===== config.mk =====
export PLATFORM = sky130hd
export DESIGN_NAME = bcs_slave
export DESIGN_NICKNAME = d
export VERILOG_FILES = /design/src/bcs_pkg.sv /design/src/bcs_stream_if.sv /design/src/bcs_buf2.sv /design/src/bcs_slave.sv
export SDC_FILE = /design/constraint.sdc
export NUM_CORES = 1
export LEC_CHECK = 0
export ABC_AREA = 1
export BUFFER_PORTS_ARGS = -buffer_cell sky130_fd_sc_hd__buf_4
export CORE_MARGIN = 1
export CORE_UTILIZATION = 45
export DETAILED_ROUTE_END_ITERATION = 12
export SLEW_MARGIN = 30
export SYNTH_ARGS = -nofsm -noshare
export SYNTH_HDL_FRONTEND = slang
export SYNTH_HIERARCHICAL = 1
export SYNTH_SLANG_ARGS = --single-unit
export TNS_END_PERCENT = 20

===== constraint.sdc =====
create_clock -name i_sys_clk -period 2.55 [get_ports i_sys_clk]
set_input_delay 0.51 -clock i_sys_clk [delete_from_list [all_inputs] [get_ports i_sys_clk]]
set_output_delay 0.51 -clock i_sys_clk [all_outputs]
set_load 0.02 [all_outputs]

===== src/bcs_pkg.sv =====
/*
 Shared constants for the angle sensor serial slave: frame layout, check code,
 link timing and measurement timing. Assumes a 50 MHz system clock.
*/
package bcs_pkg;
    localparam int CLK_PERIOD_NS = 20;
    localparam int POS_BITS = 22;
    localparam int POS_RES = 22;
    localparam int DATA_BITS = 24;
    localparam int CRC_BITS = 6;
    localparam int SCD_BITS = 30;
    localparam int PROC_PERIODS = 12;
    localparam logic [5:0] CRC_POLY = 6'h03;
    localparam logic [5:0] CRC_INIT = 6'h00;
    localparam logic SLI_LEVEL = 1'b0;
    localparam int ERR_POS = 1;
    localparam int WARN_POS = 0;
    localparam logic [23:0] RESULT_RST = 24'h000001;
    localparam int LINK_TMO_NS = 15000;
    localparam int MEAS_TIME_NS = 90000;
    localparam int AUTO_TRIG_NS = 135000;
    localparam int LINK_TMO_CYCLES = (LINK_TMO_NS + CLK_PERIOD_NS - 1) / CLK_PERIOD_NS;
    localparam int MEAS_CYCLES = (MEAS_TIME_NS + CLK_PERIOD_NS - 1) / CLK_PERIOD_NS;
    localparam int AUTO_TRIG_CYCLES = (AUTO_TRIG_NS + CLK_PERIOD_NS - 1) / CLK_PERIOD_NS;
    localparam int CNT_W = 16;
endpackage


===== src/bcs_stream_if.sv =====
/*
 Valid/ready stream carrying one 24-bit data area between blocks.
 Assumes both ends on the system clock.
*/
`timescale 1ns/1ns
interface bcs_stream_if;
    logic valid;
    logic ready;
    logic [23:0] data;
    modport src (output valid, output data, input ready);
    modport snk (input valid, input data, output ready);
endinterface


===== src/bcs_buf2.sv =====
/*
 Two-entry buffer between measurement capture and the frame shifter.
 Assumes synchronous active-high reset on the system clock.
*/
`timescale 1ns/1ns
module bcs_buf2
    import bcs_pkg::*;
(
    input wire logic i_sys_clk,
    input wire logic i_rst,
    bcs_stream_if.snk s_in,
    bcs_stream_if.src s_out
);
    logic [23:0] mem_q [2];
    logic [23:0] mem_d [2];
    logic wr_q, wr_d, rd_q, rd_d;
    logic [1:0] cnt_q, cnt_d;
    logic push, pop;

    always_comb begin
        push = s_in.valid && (cnt_q != 2'h2);
        pop = s_out.ready && (cnt_q != 2'h0);
        mem_d = mem_q;
        wr_d = wr_q;
        rd_d = rd_q;
        if (push) begin
            mem_d[wr_q] = s_in.data;
            wr_d = ~wr_q;
        end
        if (pop) begin
            rd_d = ~rd_q;
        end
        cnt_d = cnt_q + {1'b0, push} - {1'b0, pop};
    end

    always_ff @(posedge i_sys_clk) begin
        if (i_rst) begin
            mem_q[0] <= 24'h000000;
            mem_q[1] <= 24'h000000;
            wr_q <= 1'b0;
            rd_q <= 1'b0;
            cnt_q <= 2'h0;
        end else begin
            mem_q <= mem_d;
            wr_q <= wr_d;
            rd_q <= rd_d;
            cnt_q <= cnt_d;
        end
    end

    assign s_in.ready = (cnt_q != 2'h2);
    assign s_out.valid = (cnt_q != 2'h0);
    assign s_out.data = mem_q[rd_q];
endmodule


===== src/bcs_slave.sv =====
/*
 Serial slave of the angle sensor: samples the master clock, runs the
 measurement timing and shifts out the 30-bit single-cycle data word.
 Assumes the sensor core on the system clock presents position and validity
 continuously; the master clock pin is asynchronous.
*/
`timescale 1ns/1ns
module bcs_slave
    import bcs_pkg::*;
#(
    parameter int MEAS_CYC = MEAS_CYCLES,
    parameter int AUTO_CYC = AUTO_TRIG_CYCLES
)
(
    input wire logic i_sys_clk,
    input wire logic i_rst,
    input wire logic i_ma,
    input wire logic [21:0] i_sensor_pos,
    input wire logic i_sensor_ok,
    output logic o_sl,
    output logic o_meas_trigger,
    output logic o_link_busy
);
    typedef enum {ST_IDLE, ST_ACK, ST_CDS, ST_DATA, ST_TMO} bcs_state_type;

    function automatic logic [5:0] bcs_crc6(input logic [23:0] d);
        logic [5:0] c;
        logic fb;
        c = CRC_INIT;
        for (int i = DATA_BITS - 1; i >= 0; i--) begin
            fb = d[i] ^ c[5];
            c = {c[4:0], 1'b0};
            if (fb) begin
                c = c ^ CRC_POLY;
            end
        end
        return c;
    endfunction

    localparam logic [CNT_W-1:0] MEAS_LAST = CNT_W'(MEAS_CYC - 1);
    localparam logic [CNT_W-1:0] AUTO_LAST = CNT_W'(AUTO_CYC - 1);
    localparam logic [CNT_W-1:0] TMO_LAST = CNT_W'(LINK_TMO_CYCLES - 1);
    localparam logic [4:0] PROC_LAST = 5'(PROC_PERIODS);
    localparam logic [4:0] SCD_LAST = 5'(SCD_BITS - 1);
    localparam logic [21:0] RES_MASK = ~22'(({POS_BITS{1'b1}} >> POS_RES));

    bcs_stream_if meas_s ();
    bcs_stream_if held_s ();

    bcs_buf2 u_buf (
        .i_sys_clk(i_sys_clk),
        .i_rst(i_rst),
        .s_in(meas_s.snk),
        .s_out(held_s.src)
    );

    // Master clock sync; the second and third stages feed edge detection
    logic ma_s1_q, ma_s2_q, ma_s3_q;
    logic ma_rise, ma_fall;

    always_ff @(posedge i_sys_clk) begin
        if (i_rst) begin
            ma_s1_q <= 1'b1;
            ma_s2_q <= 1'b1;
            ma_s3_q <= 1'b1;
        end else begin
            ma_s1_q <= i_ma;
            ma_s2_q <= ma_s1_q;
            ma_s3_q <= ma_s2_q;
        end
    end

    assign ma_rise = ma_s2_q && !ma_s3_q;
    assign ma_fall = !ma_s2_q && ma_s3_q;

    // Frame sequencer
    bcs_state_type st_q, st_d;
    logic sl_q, sl_d;
    logic busy_q, busy_d;
    logic [4:0] bit_q, bit_d;
    logic [29:0] sh_q, sh_d;
    logic [CNT_W-1:0] tmo_q, tmo_d;
    logic [23:0] latest_q, latest_d;
    logic frame_start;

    assign held_s.ready = (st_q == ST_IDLE);

    always_comb begin
        st_d = st_q;
        sl_d = sl_q;
        bit_d = bit_q;
        sh_d = sh_q;
        latest_d = latest_q;
        frame_start = 1'b0;
        tmo_d = (ma_rise || ma_fall) ? '0 : tmo_q + CNT_W'(1);
        if (held_s.valid && held_s.ready) begin
            latest_d = held_s.data;
        end
        case (st_q)
            ST_IDLE: begin
                sl_d = 1'b1;
                tmo_d = '0;
                if (ma_fall) begin
                    frame_start = 1'b1;
                    // Word carries the result that was latest before this frame
                    sh_d = {latest_q, ~bcs_crc6(latest_q)};
                    bit_d = 5'h00;
                    st_d = ST_ACK;
                end
            end
            ST_ACK: begin
                if (ma_rise) begin
                    if (bit_q == PROC_LAST) begin
                        sl_d = 1'b1;
                        st_d = ST_CDS;
                    end else begin
                        sl_d = 1'b0;
                        bit_d = bit_q + 5'h01;
                    end
                end
            end
            ST_CDS: begin
                if (ma_rise) begin
                    sl_d = 1'b0;
                    bit_d = 5'h00;
                    st_d = ST_DATA;
                end
            end
            ST_DATA: begin
                if (ma_rise) begin
                    sl_d = sh_q[29];
                    sh_d = {sh_q[28:0], SLI_LEVEL};
                    bit_d = bit_q + 5'h01;
                    if (bit_q == SCD_LAST) begin
                        st_d = ST_TMO;
                    end
                end
            end
            ST_TMO: begin
                if (ma_rise) begin
                    sl_d = 1'b0;
                end
            end
            default: begin
                st_d = ST_IDLE;
            end
        endcase
        // A quiet clock line ends the frame and also recovers a broken one
        if (st_q != ST_IDLE && tmo_q == TMO_LAST) begin
            st_d = ST_IDLE;
            sl_d = 1'b1;
        end
        busy_d = (st_d != ST_IDLE);
    end

    always_ff @(posedge i_sys_clk) begin
        if (i_rst) begin
            st_q <= ST_IDLE;
            sl_q <= 1'b1;
            busy_q <= 1'b0;
            bit_q <= 5'h00;
            sh_q <= 30'h00000000;
            tmo_q <= '0;
            latest_q <= RESULT_RST;
        end else begin
            st_q <= st_d;
            sl_q <= sl_d;
            busy_q <= busy_d;
            bit_q <= bit_d;
            sh_q <= sh_d;
            tmo_q <= tmo_d;
            latest_q <= latest_d;
        end
    end

    // Measurement timing
    logic mbusy_q, mbusy_d;
    logic trig_q, trig_d;
    logic [CNT_W-1:0] mcnt_q, mcnt_d;
    logic [CNT_W-1:0] since_q, since_d;
    logic pend_q, pend_d;
    logic [23:0] res_q, res_d;

    assign meas_s.valid = pend_q;
    assign meas_s.data = res_q;

    always_comb begin
        mbusy_d = mbusy_q;
        mcnt_d = mcnt_q;
        pend_d = pend_q && !meas_s.ready;
        res_d = res_q;
        trig_d = 1'b0;
        since_d = (since_q == AUTO_LAST) ? since_q : since_q + CNT_W'(1);
        if (mbusy_q) begin
            if (mcnt_q != MEAS_LAST) begin
                mcnt_d = mcnt_q + CNT_W'(1);
            end else if (!pend_d) begin
                // Capture waits while the previous result is still pending on a full buffer, so no result is dropped
                mbusy_d = 1'b0;
                pend_d = 1'b1;
                res_d = {i_sensor_pos & RES_MASK, i_sensor_ok, 1'b1};
            end
        end else if (frame_start || since_q == AUTO_LAST) begin
            mbusy_d = 1'b1;
            mcnt_d = '0;
            since_d = '0;
            trig_d = 1'b1;
        end
    end

    always_ff @(posedge i_sys_clk) begin
        if (i_rst) begin
            mbusy_q <= 1'b0;
            trig_q <= 1'b0;
            mcnt_q <= '0;
            since_q <= '0;
            pend_q <= 1'b0;
            res_q <= RESULT_RST;
        end else begin
            mbusy_q <= mbusy_d;
            trig_q <= trig_d;
            mcnt_q <= mcnt_d;
            since_q <= since_d;
            pend_q <= pend_d;
            res_q <= res_d;
        end
    end

    assign o_sl = sl_q;
    assign o_meas_trigger = trig_q;
    assign o_link_busy = busy_q;
endmodule


==> flow_metrics.py, run 1 <==
metrics = {
    "placement": {
        "post-dp-hpwl_um": 14700,
        "globalplace.congestion": 0.870,
        "place_worst_setup_slack_ns": 0.324,
        "portBuffers": 28,
    },
    "pwr": {
        "cellLeakagePower_nw": 4.61,
        "cellPowerDensity_nw_per_um2": 662,
        "vdd_ir_drop_max_uv": 466,
    },
    "routing": {
        "drcViolationCount": 0,
        "total_via_count_in_the_routed_design": 8622,
        "initialDrtViolationCount": 495,
        "post_drt_wl_per_cell_um": 12.6,
        "route.final.wire_length_um": 21800,
        "drt_first_pass_iters": 5,
        "ant_nets": 0,
        "avgViaCountPerCell": 4.99,
    },
    "yosys": {
        "proportion_of_register_bits_with_asynchronous_set_or_reset_after_synthesis": 0,
        "syn-instance-count": 1390,
        "yosysTopAreaCellShare": 0.447,
        "synthTopCellsByArea": "sky130_fd_sc_hd__dfxtp_1 45%, sky130_fd_sc_hd__nand2_1 12%, sky130_fd_sc_hd__nor2_1 7.5%",
        "synth_enable_flop_cells": 0,
        "synth_top_cell_by_area": "sky130_fd_sc_hd__dfxtp_1",
        "synth_compound_area_frac": 0.110,
        "ys_dominant_reg_cell": "sky130_fd_sc_hd__dfxtp_1",
        "post_synth_adder_cell_area": 0.0139,
        "ys_warn_count": 6,
        "netlist-cell-type-count": 45,
        "number_of_storage_elements_in_the_synthesis_netlist": 222,
        "largest_family_of_logic_cells_by_synthesized_area": "simple AND/OR/NAND/NOR gates",
        "synthSimpleGateAreaFrac": 0.324,
        "synth_area_um2": 9940,
        "part_of_the_yosys_area_used_for_sequential_elements": 0.447,
        "ys_top_cells_by_count": "327 x sky130_fd_sc_hd__nand2_1, 222 x sky130_fd_sc_hd__dfxtp_1, 198 x sky130_fd_sc_hd__nor2_1, 121 x sky130_fd_sc_hd__inv_1, 83 x sky130_fd_sc_hd__a21oi_1",
        "synth-xor-area-share": 0.0238,
        "syn_area_per_cell_um2": 7.15,
        "leading_cell_type_by_number_of_instances_after_synthesis": "sky130_fd_sc_hd__nand2_1",
        "synth.area.mux_share": 0,
    },
    "setup_path": {
        "worst-path-max-fanout": 6,
        "worst-setup-path-type": "register to register",
        "startpoint_type": "register",
        "crit_path_end_kind": "register",
        "crit_arrival_ns": 2.64,
        "worst_ep_required_time_ns": 2.95,
    },
    "floorplan": {
        "std_cell_rows": 54,
        "core_region_area_um2": 21800,
        "start_util": 0.457,
        "die_w_um": 151,
        "die_area_um2": 22700,
        "die_h_um": 151,
        "io_pins": 29,
    },
    "sta": {
        "rsz0062_at_grt": "false",
        "finalCriticalPeriod_ns": 2.23,
        "maxSlewHeadroom": 0.578,
        "drv_slew": 0,
        "hold_viol_final": 0,
        "max_slew.worst_pin.slew_ns": 0.632,
        "final_skew_ns": 0.0179,
        "max_freq_mhz": 448,
        "final_critical_path_setup_slack_ns": 0.315,
        "setup_viol": 0,
        "sum_of_negative_setup_slack_ns": 0,
        "timing.final.crit_share": 0.876,
    },
    "global_routing": {
        "grt_first_pass_wirelength_um": 36600,
        "track_usage": 0.196,
        "initial_antenna_violation_count": 0,
        "final_global_route_overflow_total": 0,
        "grt_max_degree": 69,
        "grt_pass1_vias": 7726,
    },
    "clock_network": {
        "holdBufCountCts": 0,
        "max-clock-path-buffers": 3,
        "clock_tree_from_tritoncts": "yes",
        "numCtsBuffers": 25,
        "cts_num_sinks": 222,
        "clockRootBuffer": "sky130_fd_sc_hd__clkbuf_16",
        "cts.htree.levels": 1,
        "path_clk_slew_ns": 0.06,
        "post_cts_resize_count": 0,
        "worstSkewPairLatency_ns": 0.52,
        "cts.repair_timing.setup_buffer_count": 0,
    },
    "layout": {
        "final_layout_size_suffix_gt1_frac": 0.0856,
        "nets": 1468,
        "area_growth_pct": 14.4,
        "filler_cell_count": 2153,
        "n_antenna_cell": 0,
    },
    "worst_hold_path": {
        "timing.hold.worst.class": "input pin to register",
    },
    "flow_run": {
        "cap_viol_max_count": 0,
    },
    "run_status": {
        "outcome": "finished clean",
    },
}
[through the flow]
| stage | total power, mW | std cells | hold slack, ns | util | area [um2] |
|---|---|---|---|---|---|
| 3_5_place_dp | 3.74 | 1684 | 0.400 | 0.482 | 10500 |
| 3_3_place_gp | 3.74 | 1684 | 0.398 | 0.482 | 10500 |
| 2_1_floorplan | 3.68 | 1419 | 0.389 | - | 10000 |
| 6_report | 7.52 | 1729 | 0.185 | 0.522 | 11400 |
| 5_1_grt | 7.77 | 1729 | 0.171 | 0.522 | 11400 |
| 4_1_cts | 7.61 | 1729 | 0.167 | 0.522 | 11400 |
[flip-flops by register name, summed over array words and instances (netlist names), 2 cells and up]
name and flops:
st_q 32, meas_s.data 23, u_buf/cnt_q 2, since_q 16, mcnt_q 16, sh_q 30, bit_q 5, tmo_q 16
latest_q 24, u_buf/mem_q 48
[cell type report]
type / count / area (um2) / area share
Clock buffer: 32 / 662 / 0.0582
Clock inverter: 13 / 224 / 0.0197
Inverter: 135 / 509 / 0.0448
Multi-Input combinational cell: 1001 / 4800 / 0.423
Sequential cell: 222 / 4440 / 0.391
Tap cell: 280 / 350 / 0.0308
Timing Repair Buffer: 46 / 370 / 0.0326
[report_power, final]
group,total (mW),switching (mW),internal (mW)
logic,0.143,0.0896,0.0537
clock network,3.86,1.42,2.44
registers,3.52,0.0159,3.50
total,7.52,1.53,6.00
[placed cells by master, fill, tap and decap left out, types with 9 or more instances in the layout]
| cell type | n |
|---|---|
| sky130_fd_sc_hd__nor2_1 | 198 |
| sky130_fd_sc_hd__nand4_1 | 41 |
| sky130_fd_sc_hd__o21ai_0 | 65 |
| sky130_fd_sc_hd__a21oi_1 | 83 |
| sky130_fd_sc_hd__nor3_1 | 74 |
| sky130_fd_sc_hd__nand3_1 | 60 |
| sky130_fd_sc_hd__dfxtp_1 | 222 |
| sky130_fd_sc_hd__inv_1 | 121 |
| sky130_fd_sc_hd__nand2_1 | 327 |
| sky130_fd_sc_hd__a311oi_1 | 23 |
| sky130_fd_sc_hd__clkbuf_16 | 25 |
| sky130_fd_sc_hd__buf_4 | 44 |
| sky130_fd_sc_hd__ha_1 | 11 |
| sky130_fd_sc_hd__inv_2 | 9 |
| sky130_fd_sc_hd__xor2_1 | 19 |
| sky130_fd_sc_hd__conb_1 | 31 |
[cells by family (layout without fill, tap and decap cells)]
kind of cell    count (synthesis)  count (layout)
buf+inv                       196             226
compound gates                191             191
simple gates                  741             741
other cells                     2              31
flops                         222             222
xor+xnor                       27              27
fa+ha+maj                      11              11
[final timing paths]
kind | start | endpoint | slack [ns] | depth (start not counted)
hold / removal | i_ma | ma_s1_q$_SDFF_PP1_ | 0.19 | 2
hold reg to reg | ma_s1_q$_SDFF_PP1_ | ma_s2_q$_SDFF_PP1_ | 0.41 | 1
setup reg to reg | st_q[31]$_SDFF_PP0_ | u_buf/cnt_q[1]$_SDFF_PP0_ | 0.32 | 17
setup / recovery | st_q[31]$_SDFF_PP0_ | u_buf/cnt_q[1]$_SDFF_PP0_ | 0.32 | 17
[critical path, cell delays in order (launching register included)]
cell                       delay [ns]
sky130_fd_sc_hd__dfxtp_1         0.30
sky130_fd_sc_hd__nor2_1          0.10
sky130_fd_sc_hd__nand2_1         0.07
sky130_fd_sc_hd__nor2_2          0.11
sky130_fd_sc_hd__nand2_2         0.09
sky130_fd_sc_hd__nor2_4          0.14
sky130_fd_sc_hd__nand4_2         0.15
sky130_fd_sc_hd__clkinv_2        0.15
sky130_fd_sc_hd__inv_1           0.05
sky130_fd_sc_hd__nor2_1          0.29
sky130_fd_sc_hd__xnor2_1         0.11
sky130_fd_sc_hd__ha_1            0.20
sky130_fd_sc_hd__inv_1           0.05
sky130_fd_sc_hd__nand2_1         0.04
sky130_fd_sc_hd__nand2_1         0.08
sky130_fd_sc_hd__nand3_1         0.08
sky130_fd_sc_hd__nand2_1         0.08
sky130_fd_sc_hd__nor2_1          0.03
[metal layers]
metal / GRT usage / part of all wire
met1: 0.278 / 0.52
met2: 0.314 / 0.43
met3: 0.0261 / 0.037
met4: 0.0445 / 0.018
met5: 0 / 0
Note: power is estimated with default switching activity, not from simulation.
==> run 2: changes to the inputs <==
--- a/config.mk
+++ b/config.mk
@@ -7,10 +7,9 @@
 export LEC_CHECK = 0
 export ABC_AREA = 1
 export BUFFER_PORTS_ARGS = -buffer_cell sky130_fd_sc_hd__buf_4
-export CORE_MARGIN = 1
+export CORE_MARGIN = 2
 export CORE_UTILIZATION = 45
 export DETAILED_ROUTE_END_ITERATION = 12
-export SLEW_MARGIN = 30
 export SYNTH_ARGS = -nofsm -noshare
 export SYNTH_HDL_FRONTEND = slang
 export SYNTH_HIERARCHICAL = 1
==> constraint.sdc (replaced) <==
create_clock -name i_sys_clk -period 2.2 [get_ports i_sys_clk]
set_input_delay 0.44 -clock i_sys_clk [delete_from_list [all_inputs] [get_ports i_sys_clk]]
set_output_delay 0.44 -clock i_sys_clk [all_outputs]
set_load 0.02 [all_outputs]
==> run 2 against run 1 <==
  * Design area is 1.2% higher
  * Via count up 1.1%
  * Non-clock buffer count up 12
  * Worst hold slack worse by 0.068 ns
  * Setup slack worse by 0.13 ns
  * First-iteration DRC count up 12%
  * Power up 12%
  * Sequential power rose by 16%
  * Largest cell class unchanged
  * Highest routed layer unchanged
==> flow_metrics.py, run 2 (synthesis results as in run 1) <==
metrics = {
    "setup_path": {
        "crit_buf_inv": 3,
        "reg2reg_to": "u_buf/cnt_q[1]$_SDFF_PP0_",
        "critPathLaunch": "st_q[23]$_SDFF_PP0_",
        "critical_path_depth": 16,
        "reg2regPathDepth": 16,
        "cpMostUsedCell": "sky130_fd_sc_hd__nand2_1",
        "startpoint_type": "register",
        "crit_path_end_kind": "register",
        "worst_path_max_delay_cell": "sky130_fd_sc_hd__dfxtp_1",
        "critical_path.cell_chain": "nor2_1, nand2_1, nor2_2, nand2_2, nor2_4, nand4_4, inv_4, inv_1, nor2_2, xnor2_1, ha_2, inv_1, nand2_1, nand2_1, a21oi_1, nor2_1",
        "critical_path_max_stage_delay_ns": 0.29,
        "worst-setup-path-type": "register to register",
        "reg2reg_slack_ns": 0.18,
        "worstReg2RegStart": "st_q[23]$_SDFF_PP0_",
        "worst-path-max-fanout": 6,
        "worst_ep_required_time_ns": 2.62,
        "endpoint": "u_buf/cnt_q[1]$_SDFF_PP0_",
        "path_delay_family": "simple AND/OR/NAND/NOR gates",
        "crit_arrival_ns": 2.44,
    },
    "layout": {
        "layout_commonest_cell": "sky130_fd_sc_hd__nand2_1",
        "largest_registers": "u_buf/mem_q: 48 flops, st_q: 32 flops, sh_q: 30 flops",
        "most_used_cells_in_the_layout_excluding_fill_and_tap_cells": "323 x sky130_fd_sc_hd__nand2_1, 218 x sky130_fd_sc_hd__dfxtp_1, 196 x sky130_fd_sc_hd__nor2_1",
        "nets": 1480,
        "area_growth_pct": 15.7,
        "final_core_utilization": 0.529,
        "top_register": "u_buf/mem_q",
        "n_antenna_cell": 0,
        "final_layout_size_suffix_gt1_frac": 0.107,
        "largest_register_ff_count": 48,
    },
    "placement": {
        "place_worst_setup_slack_ns": 0.119,
        "post-dp-hpwl_um": 14900,
        "portBuffers": 28,
        "globalplace.congestion": 0.906,
    },
    "clock_network": {
        "cts.htree.levels": 1,
        "numCtsBuffers": 25,
        "path_clk_slew_ns": 0.06,
        "cts_num_sinks": 222,
        "clockRootBuffer": "sky130_fd_sc_hd__clkbuf_16",
        "clock_tree_from_tritoncts": "yes",
        "worstSkewPairLatency_ns": 0.52,
        "max-clock-path-buffers": 3,
    },
    "sta": {
        "max_slew.worst_pin.slew_ns": 0.683,
        "setup_viol": 0,
        "final_skew_ns": 0.0104,
        "rsz0062_at_grt": "true",
        "finalCriticalPeriod_ns": 2.02,
        "drv_slew": 0,
        "max_freq_mhz": 495,
        "timing.final.crit_share": 0.918,
        "hold_viol_final": 0,
        "maxSlewHeadroom": 0.545,
        "final_critical_path_setup_slack_ns": 0.181,
    },
    "global_routing": {
        "grt_pass1_vias": 7926,
        "initial_antenna_violation_count": 0,
        "grt_max_degree": 62,
        "track_usage": 0.189,
        "grt_first_pass_wirelength_um": 38000,
        "final_global_route_overflow_total": 0,
    },
    "floorplan": {
        "io_pins": 29,
        "die_w_um": 153,
        "core_region_area_um2": 21800,
        "std_cell_rows": 54,
        "die_h_um": 153,
        "die_area_um2": 23300,
        "start_util": 0.457,
    },
    "routing": {
        "total_via_count_in_the_routed_design": 8713,
        "post_drt_wl_per_cell_um": 12.7,
        "drt_first_pass_iters": 5,
        "route.final.wire_length_um": 22200,
        "ant_nets": 0,
        "avgViaCountPerCell": 5.00,
        "drcViolationCount": 0,
        "initialDrtViolationCount": 554,
    },
    "pwr": {
        "vdd_ir_drop_max_uv": 489,
        "cellPowerDensity_nw_per_um2": 735,
        "clock_power_share": 0.498,
        "share_comb_of_total_power": 0.020,
        "intPower_mw": 6.67,
        "sequentialPowerShare": 0.482,
        "cellLeakagePower_nw": 4.67,
        "netSwitchingPower_mw": 1.78,
        "totalPowerFinal_mw": 8.45,
        "power.switching_fraction": 0.211,
    },
    "worst_hold_path": {
        "worst_hold_path.num_cells": 2,
        "timing.hold.worst.class": "input pin to register",
    },
    "flow_run": {
        "cap_viol_max_count": 0,
    },
    "run_status": {
        "outcome": "finished clean",
    },
}
## run 2: cell count changes in the layout (fill, tap and decap cells not counted), sizes merged
cell	change
buf	+12
bufinv	-4
clkbuf	+2
clkinv	+1
inv	+1
## run 2: metal layers
layer,up-vias,part of all wire,wire [um],track usage
li1,4617,-,-,-
met3,28,0.039,865,0.0267
met1,3937,0.51,11300,0.271
met2,131,0.44,9670,0.304
met5,-,0,0,0
met4,0,0.016,361,0.0419
## run 2: final cells by class
class                   instances  area, um2
clock buffers                  34        729
multi-input cells            1001       4860
repair buffers                 58        473
clock inverters                11        114
flip-flops and latches        222       4450
fillers                      2166      10300
well taps                     280        350
inverters                     135        513
## run 2: timing repair
action / CTS / global route
resized for setup: 0 / 22
buffers inserted: 0 / 2
hold buffers: 0 / 0
endpoints found under the setup margin: 0 / 24
## run 2: worst min path at each step
stage | startpoint | slack (ns) | endpoint
final | i_ma | 0.12 | ma_s1_q$_SDFF_PP1_
after global routing | i_ma | 0.11 | ma_s1_q$_SDFF_PP1_
after CTS | i_ma | 0.10 | ma_s1_q$_SDFF_PP1_
after detailed placement | ma_s1_q$_SDFF_PP1_ | 0.40 | ma_s2_q$_SDFF_PP1_
after global placement | ma_s1_q$_SDFF_PP1_ | 0.39 | ma_s2_q$_SDFF_PP1_
after floorplan | ma_s1_q$_SDFF_PP1_ | 0.39 | ma_s2_q$_SDFF_PP1_
## run 2: worst reg2reg max path, cell delays in order, from the launching register on
cell and delay (ns):
sky130_fd_sc_hd__dfxtp_1 0.29, sky130_fd_sc_hd__nor2_1 0.10, sky130_fd_sc_hd__nand2_1 0.07, sky130_fd_sc_hd__nor2_2 0.11, sky130_fd_sc_hd__nand2_2 0.09, sky130_fd_sc_hd__nor2_4 0.15, sky130_fd_sc_hd__nand4_4 0.13, sky130_fd_sc_hd__inv_4 0.13
sky130_fd_sc_hd__inv_1 0.06, sky130_fd_sc_hd__nor2_2 0.14, sky130_fd_sc_hd__xnor2_1 0.13, sky130_fd_sc_hd__ha_2 0.20, sky130_fd_sc_hd__inv_1 0.04, sky130_fd_sc_hd__nand2_1 0.05, sky130_fd_sc_hd__nand2_1 0.07, sky130_fd_sc_hd__a21oi_1 0.12
sky130_fd_sc_hd__nor2_1 0.06
## run 2: power by group through the flow
stage	logic [mW]	registers, mW	clock network [mW]
after CTS	0.170	4.08	4.32
final	0.170	4.08	4.21
after global routing	0.193	4.08	4.48
after detailed placement	0.169	4.17	0
after floorplan	0.0968	4.16	0
after global placement	0.169	4.17	0
## run 2: metrics by stage
| stage | hold slack [ns] | TNS [ns] | cells | cell area (um2) |
|---|---|---|---|---|
| 2_1_floorplan | 0.389 | 0 | 1419 | 10000 |
| 3_3_place_gp | 0.390 | 0 | 1694 | 10600 |
| 3_5_place_dp | 0.395 | 0 | 1694 | 10600 |
| 4_1_cts | 0.102 | 0 | 1739 | 11400 |
| 5_1_grt | 0.108 | -0.0407 | 1741 | 11500 |
| 6_report | 0.117 | 0 | 1741 | 11500 |
==> run 3: changes to the inputs <==
--- a/config.mk
+++ b/config.mk
@@ -9,6 +9,7 @@
 export BUFFER_PORTS_ARGS = -buffer_cell sky130_fd_sc_hd__buf_4
 export CORE_MARGIN = 2
 export CORE_UTILIZATION = 45
+export CTS_BUF_LIST = sky130_fd_sc_hd__clkbuf_16
 export DETAILED_ROUTE_END_ITERATION = 12
 export SYNTH_ARGS = -nofsm -noshare
 export SYNTH_HDL_FRONTEND = slang
==> run 3 against run 2 <==
  * Clock skew is essentially flat
  * Sequential power about the same
  * Final cell count is the same
  * Global-route usage about the same
  * Register-to-register slack about the same
  * Critical path depth is the same
  * Via count is essentially flat
  * Highest routed layer unchanged
==> flow_metrics.py, run 3 (synthesis results as in run 1) <==
metrics = {
    "floorplan": {
        "start_util": 0.457,
        "std_cell_rows": 54,
        "die_h_um": 153,
        "io_pins": 29,
        "die_area_um2": 23300,
        "core_region_area_um2": 21800,
        "die_w_um": 153,
    },
    "layout": {
        "n_antenna_cell": 0,
        "layout_commonest_cell": "sky130_fd_sc_hd__nand2_1",
        "most_used_cells_in_the_layout_excluding_fill_and_tap_cells": "323 x sky130_fd_sc_hd__nand2_1, 218 x sky130_fd_sc_hd__dfxtp_1, 196 x sky130_fd_sc_hd__nor2_1",
        "largest_register_ff_count": 48,
        "area_growth_pct": 15.0,
        "final_layout_size_suffix_gt1_frac": 0.102,
        "top_register": "u_buf/mem_q",
        "final_core_utilization": 0.525,
        "nets": 1480,
        "largest_registers": "u_buf/mem_q: 48 flops, st_q: 32 flops, sh_q: 30 flops",
        "final_design_area_no_fill_um2": 11400,
    },
    "pwr": {
        "cellLeakagePower_nw": 4.64,
        "vdd_ir_drop_max_uv": 490,
        "cellPowerDensity_nw_per_um2": 717,
    },
    "placement": {
        "place_area_um2": 10600,
        "globalplace.congestion": 0.906,
        "post-dp-hpwl_um": 14900,
        "portBuffers": 28,
        "place_worst_setup_slack_ns": 0.119,
    },
    "clock_network": {
        "clock_tree_from_tritoncts": "yes",
        "numCtsBuffers": 25,
        "cts.htree.levels": 1,
        "cts_num_sinks": 222,
        "holdBufCountCts": 0,
        "worstSkewPairLatency_ns": 0.52,
        "path_clk_slew_ns": 0.06,
        "clockRootBuffer": "sky130_fd_sc_hd__clkbuf_16",
        "max-clock-path-buffers": 3,
    },
    "sta": {
        "hold_viol_final": 0,
        "finalCriticalPeriod_ns": 2.03,
        "max_freq_mhz": 492,
        "drv_slew": 0,
        "hold-worst-slack_ns": 0.118,
        "timing.final.crit_share": 0.924,
        "final_skew_ns": 0.0103,
        "rsz0062_at_grt": "true",
        "setup_viol": 0,
        "final_critical_path_setup_slack_ns": 0.166,
        "maxSlewHeadroom": 0.546,
        "sum_of_negative_setup_slack_ns": 0,
        "max_slew.worst_pin.slew_ns": 0.681,
    },
    "setup_path": {
        "path_delay_family": "simple AND/OR/NAND/NOR gates",
        "crit_buf_inv": 3,
        "crit_arrival_ns": 2.45,
        "critical_path_max_stage_delay_ns": 0.30,
        "critical_path.cell_chain": "nor2_1, nand2_1, nor2_2, nand2_2, nor2_4, nand4_4, inv_4, inv_1, nor2_2, xnor2_1, ha_2, inv_1, nand2_1, nand2_1, a21oi_1, nor2_1",
        "worst_path_max_delay_cell": "sky130_fd_sc_hd__dfxtp_1",
        "crit_path_end_kind": "register",
        "startpoint_type": "register",
        "worst-path-max-fanout": 6,
        "worst_ep_required_time_ns": 2.62,
        "worst-setup-path-type": "register to register",
        "reg2reg_slack_ns": 0.17,
        "cpMostUsedCell": "sky130_fd_sc_hd__nand2_1",
    },
    "routing": {
        "total_via_count_in_the_routed_design": 8720,
        "post_drt_wl_per_cell_um": 12.8,
        "initialDrtViolationCount": 507,
        "route.final.wire_length_um": 22200,
        "avgViaCountPerCell": 5.01,
        "drcViolationCount": 0,
        "drt_first_pass_iters": 4,
        "ant_nets": 0,
    },
    "global_routing": {
        "grt_pass1_vias": 7957,
        "final_global_route_overflow_total": 0,
        "grt_max_degree": 62,
        "track_usage": 0.190,
        "initial_antenna_violation_count": 0,
        "grt_first_pass_wirelength_um": 38000,
    },
    "run_status": {
        "outcome": "finished clean",
    },
    "flow_run": {
        "cap_viol_max_count": 0,
    },
    "worst_hold_path": {
        "timing.hold.worst.class": "input pin to register",
    },
}
run 3: routing by layer:
metal / GRT usage / routed length (um) / vias to the layer above
met2: 0.305 / 9700 / 139
li1: - / - / 4623
met5: 0 / 0 / -
met1: 0.271 / 11200 / 3928
met3: 0.0265 / 929 / 30
met4: 0.0419 / 376 / 0
run 3: worst reg2reg max path, delay by kind of cell (launching register included):
| family | cells | cell delay [ns] |
|---|---|---|
| buffers and inverters | 3 | 0.23 |
| DFF | 1 | 0.30 |
| xor gates and xnor gates | 1 | 0.13 |
| and+or+nand+nor | 10 | 0.97 |
| adders and majority gates | 1 | 0.20 |
| AOI/OAI and AO/OA | 1 | 0.12 |
run 3: power by group:
part	internal, mW	total (mW)	leakage, nW	switching (mW)
clock network	2.29	3.94	0.386	1.65
logic	0.0618	0.170	2.45	0.109
registers	4.06	4.08	1.80	0.0193
total	6.41	8.19	4.64	1.77
run 3: cell type report:
class / instances / area (um2)
repair buffers: 58 / 473
fillers: 2174 / 10300
inverters: 135 / 513
well taps: 280 / 350
clock inverters: 20 / 148
flip-flops and latches: 222 / 4450
multi-input cells: 1001 / 4860
clock buffers: 25 / 626
run 3: metrics by stage:
stage	power [mW]	std cells
finish	8.19	1741
CTS	8.30	1739
global route	8.49	1741
floorplan	4.26	1419
detailed placement	4.34	1694
global placement	4.34	1694
run 3: timing repair:
action / in CTS / in global routing
buffers inserted: 0 / 2
gates resized for setup: 0 / 22
setup endpoints to repair: 0 / 25
run 3: worst paths after layout:
path,start,to,depth (start not counted)
max,st_q[27]$_SDFF_PP0_,u_buf/cnt_q[1]$_SDFF_PP0_,16
min,i_ma,ma_s1_q$_SDFF_PP1_,2
max reg2reg,st_q[27]$_SDFF_PP0_,u_buf/cnt_q[1]$_SDFF_PP0_,16
min reg2reg,ma_s1_q$_SDFF_PP1_,ma_s2_q$_SDFF_PP1_,1
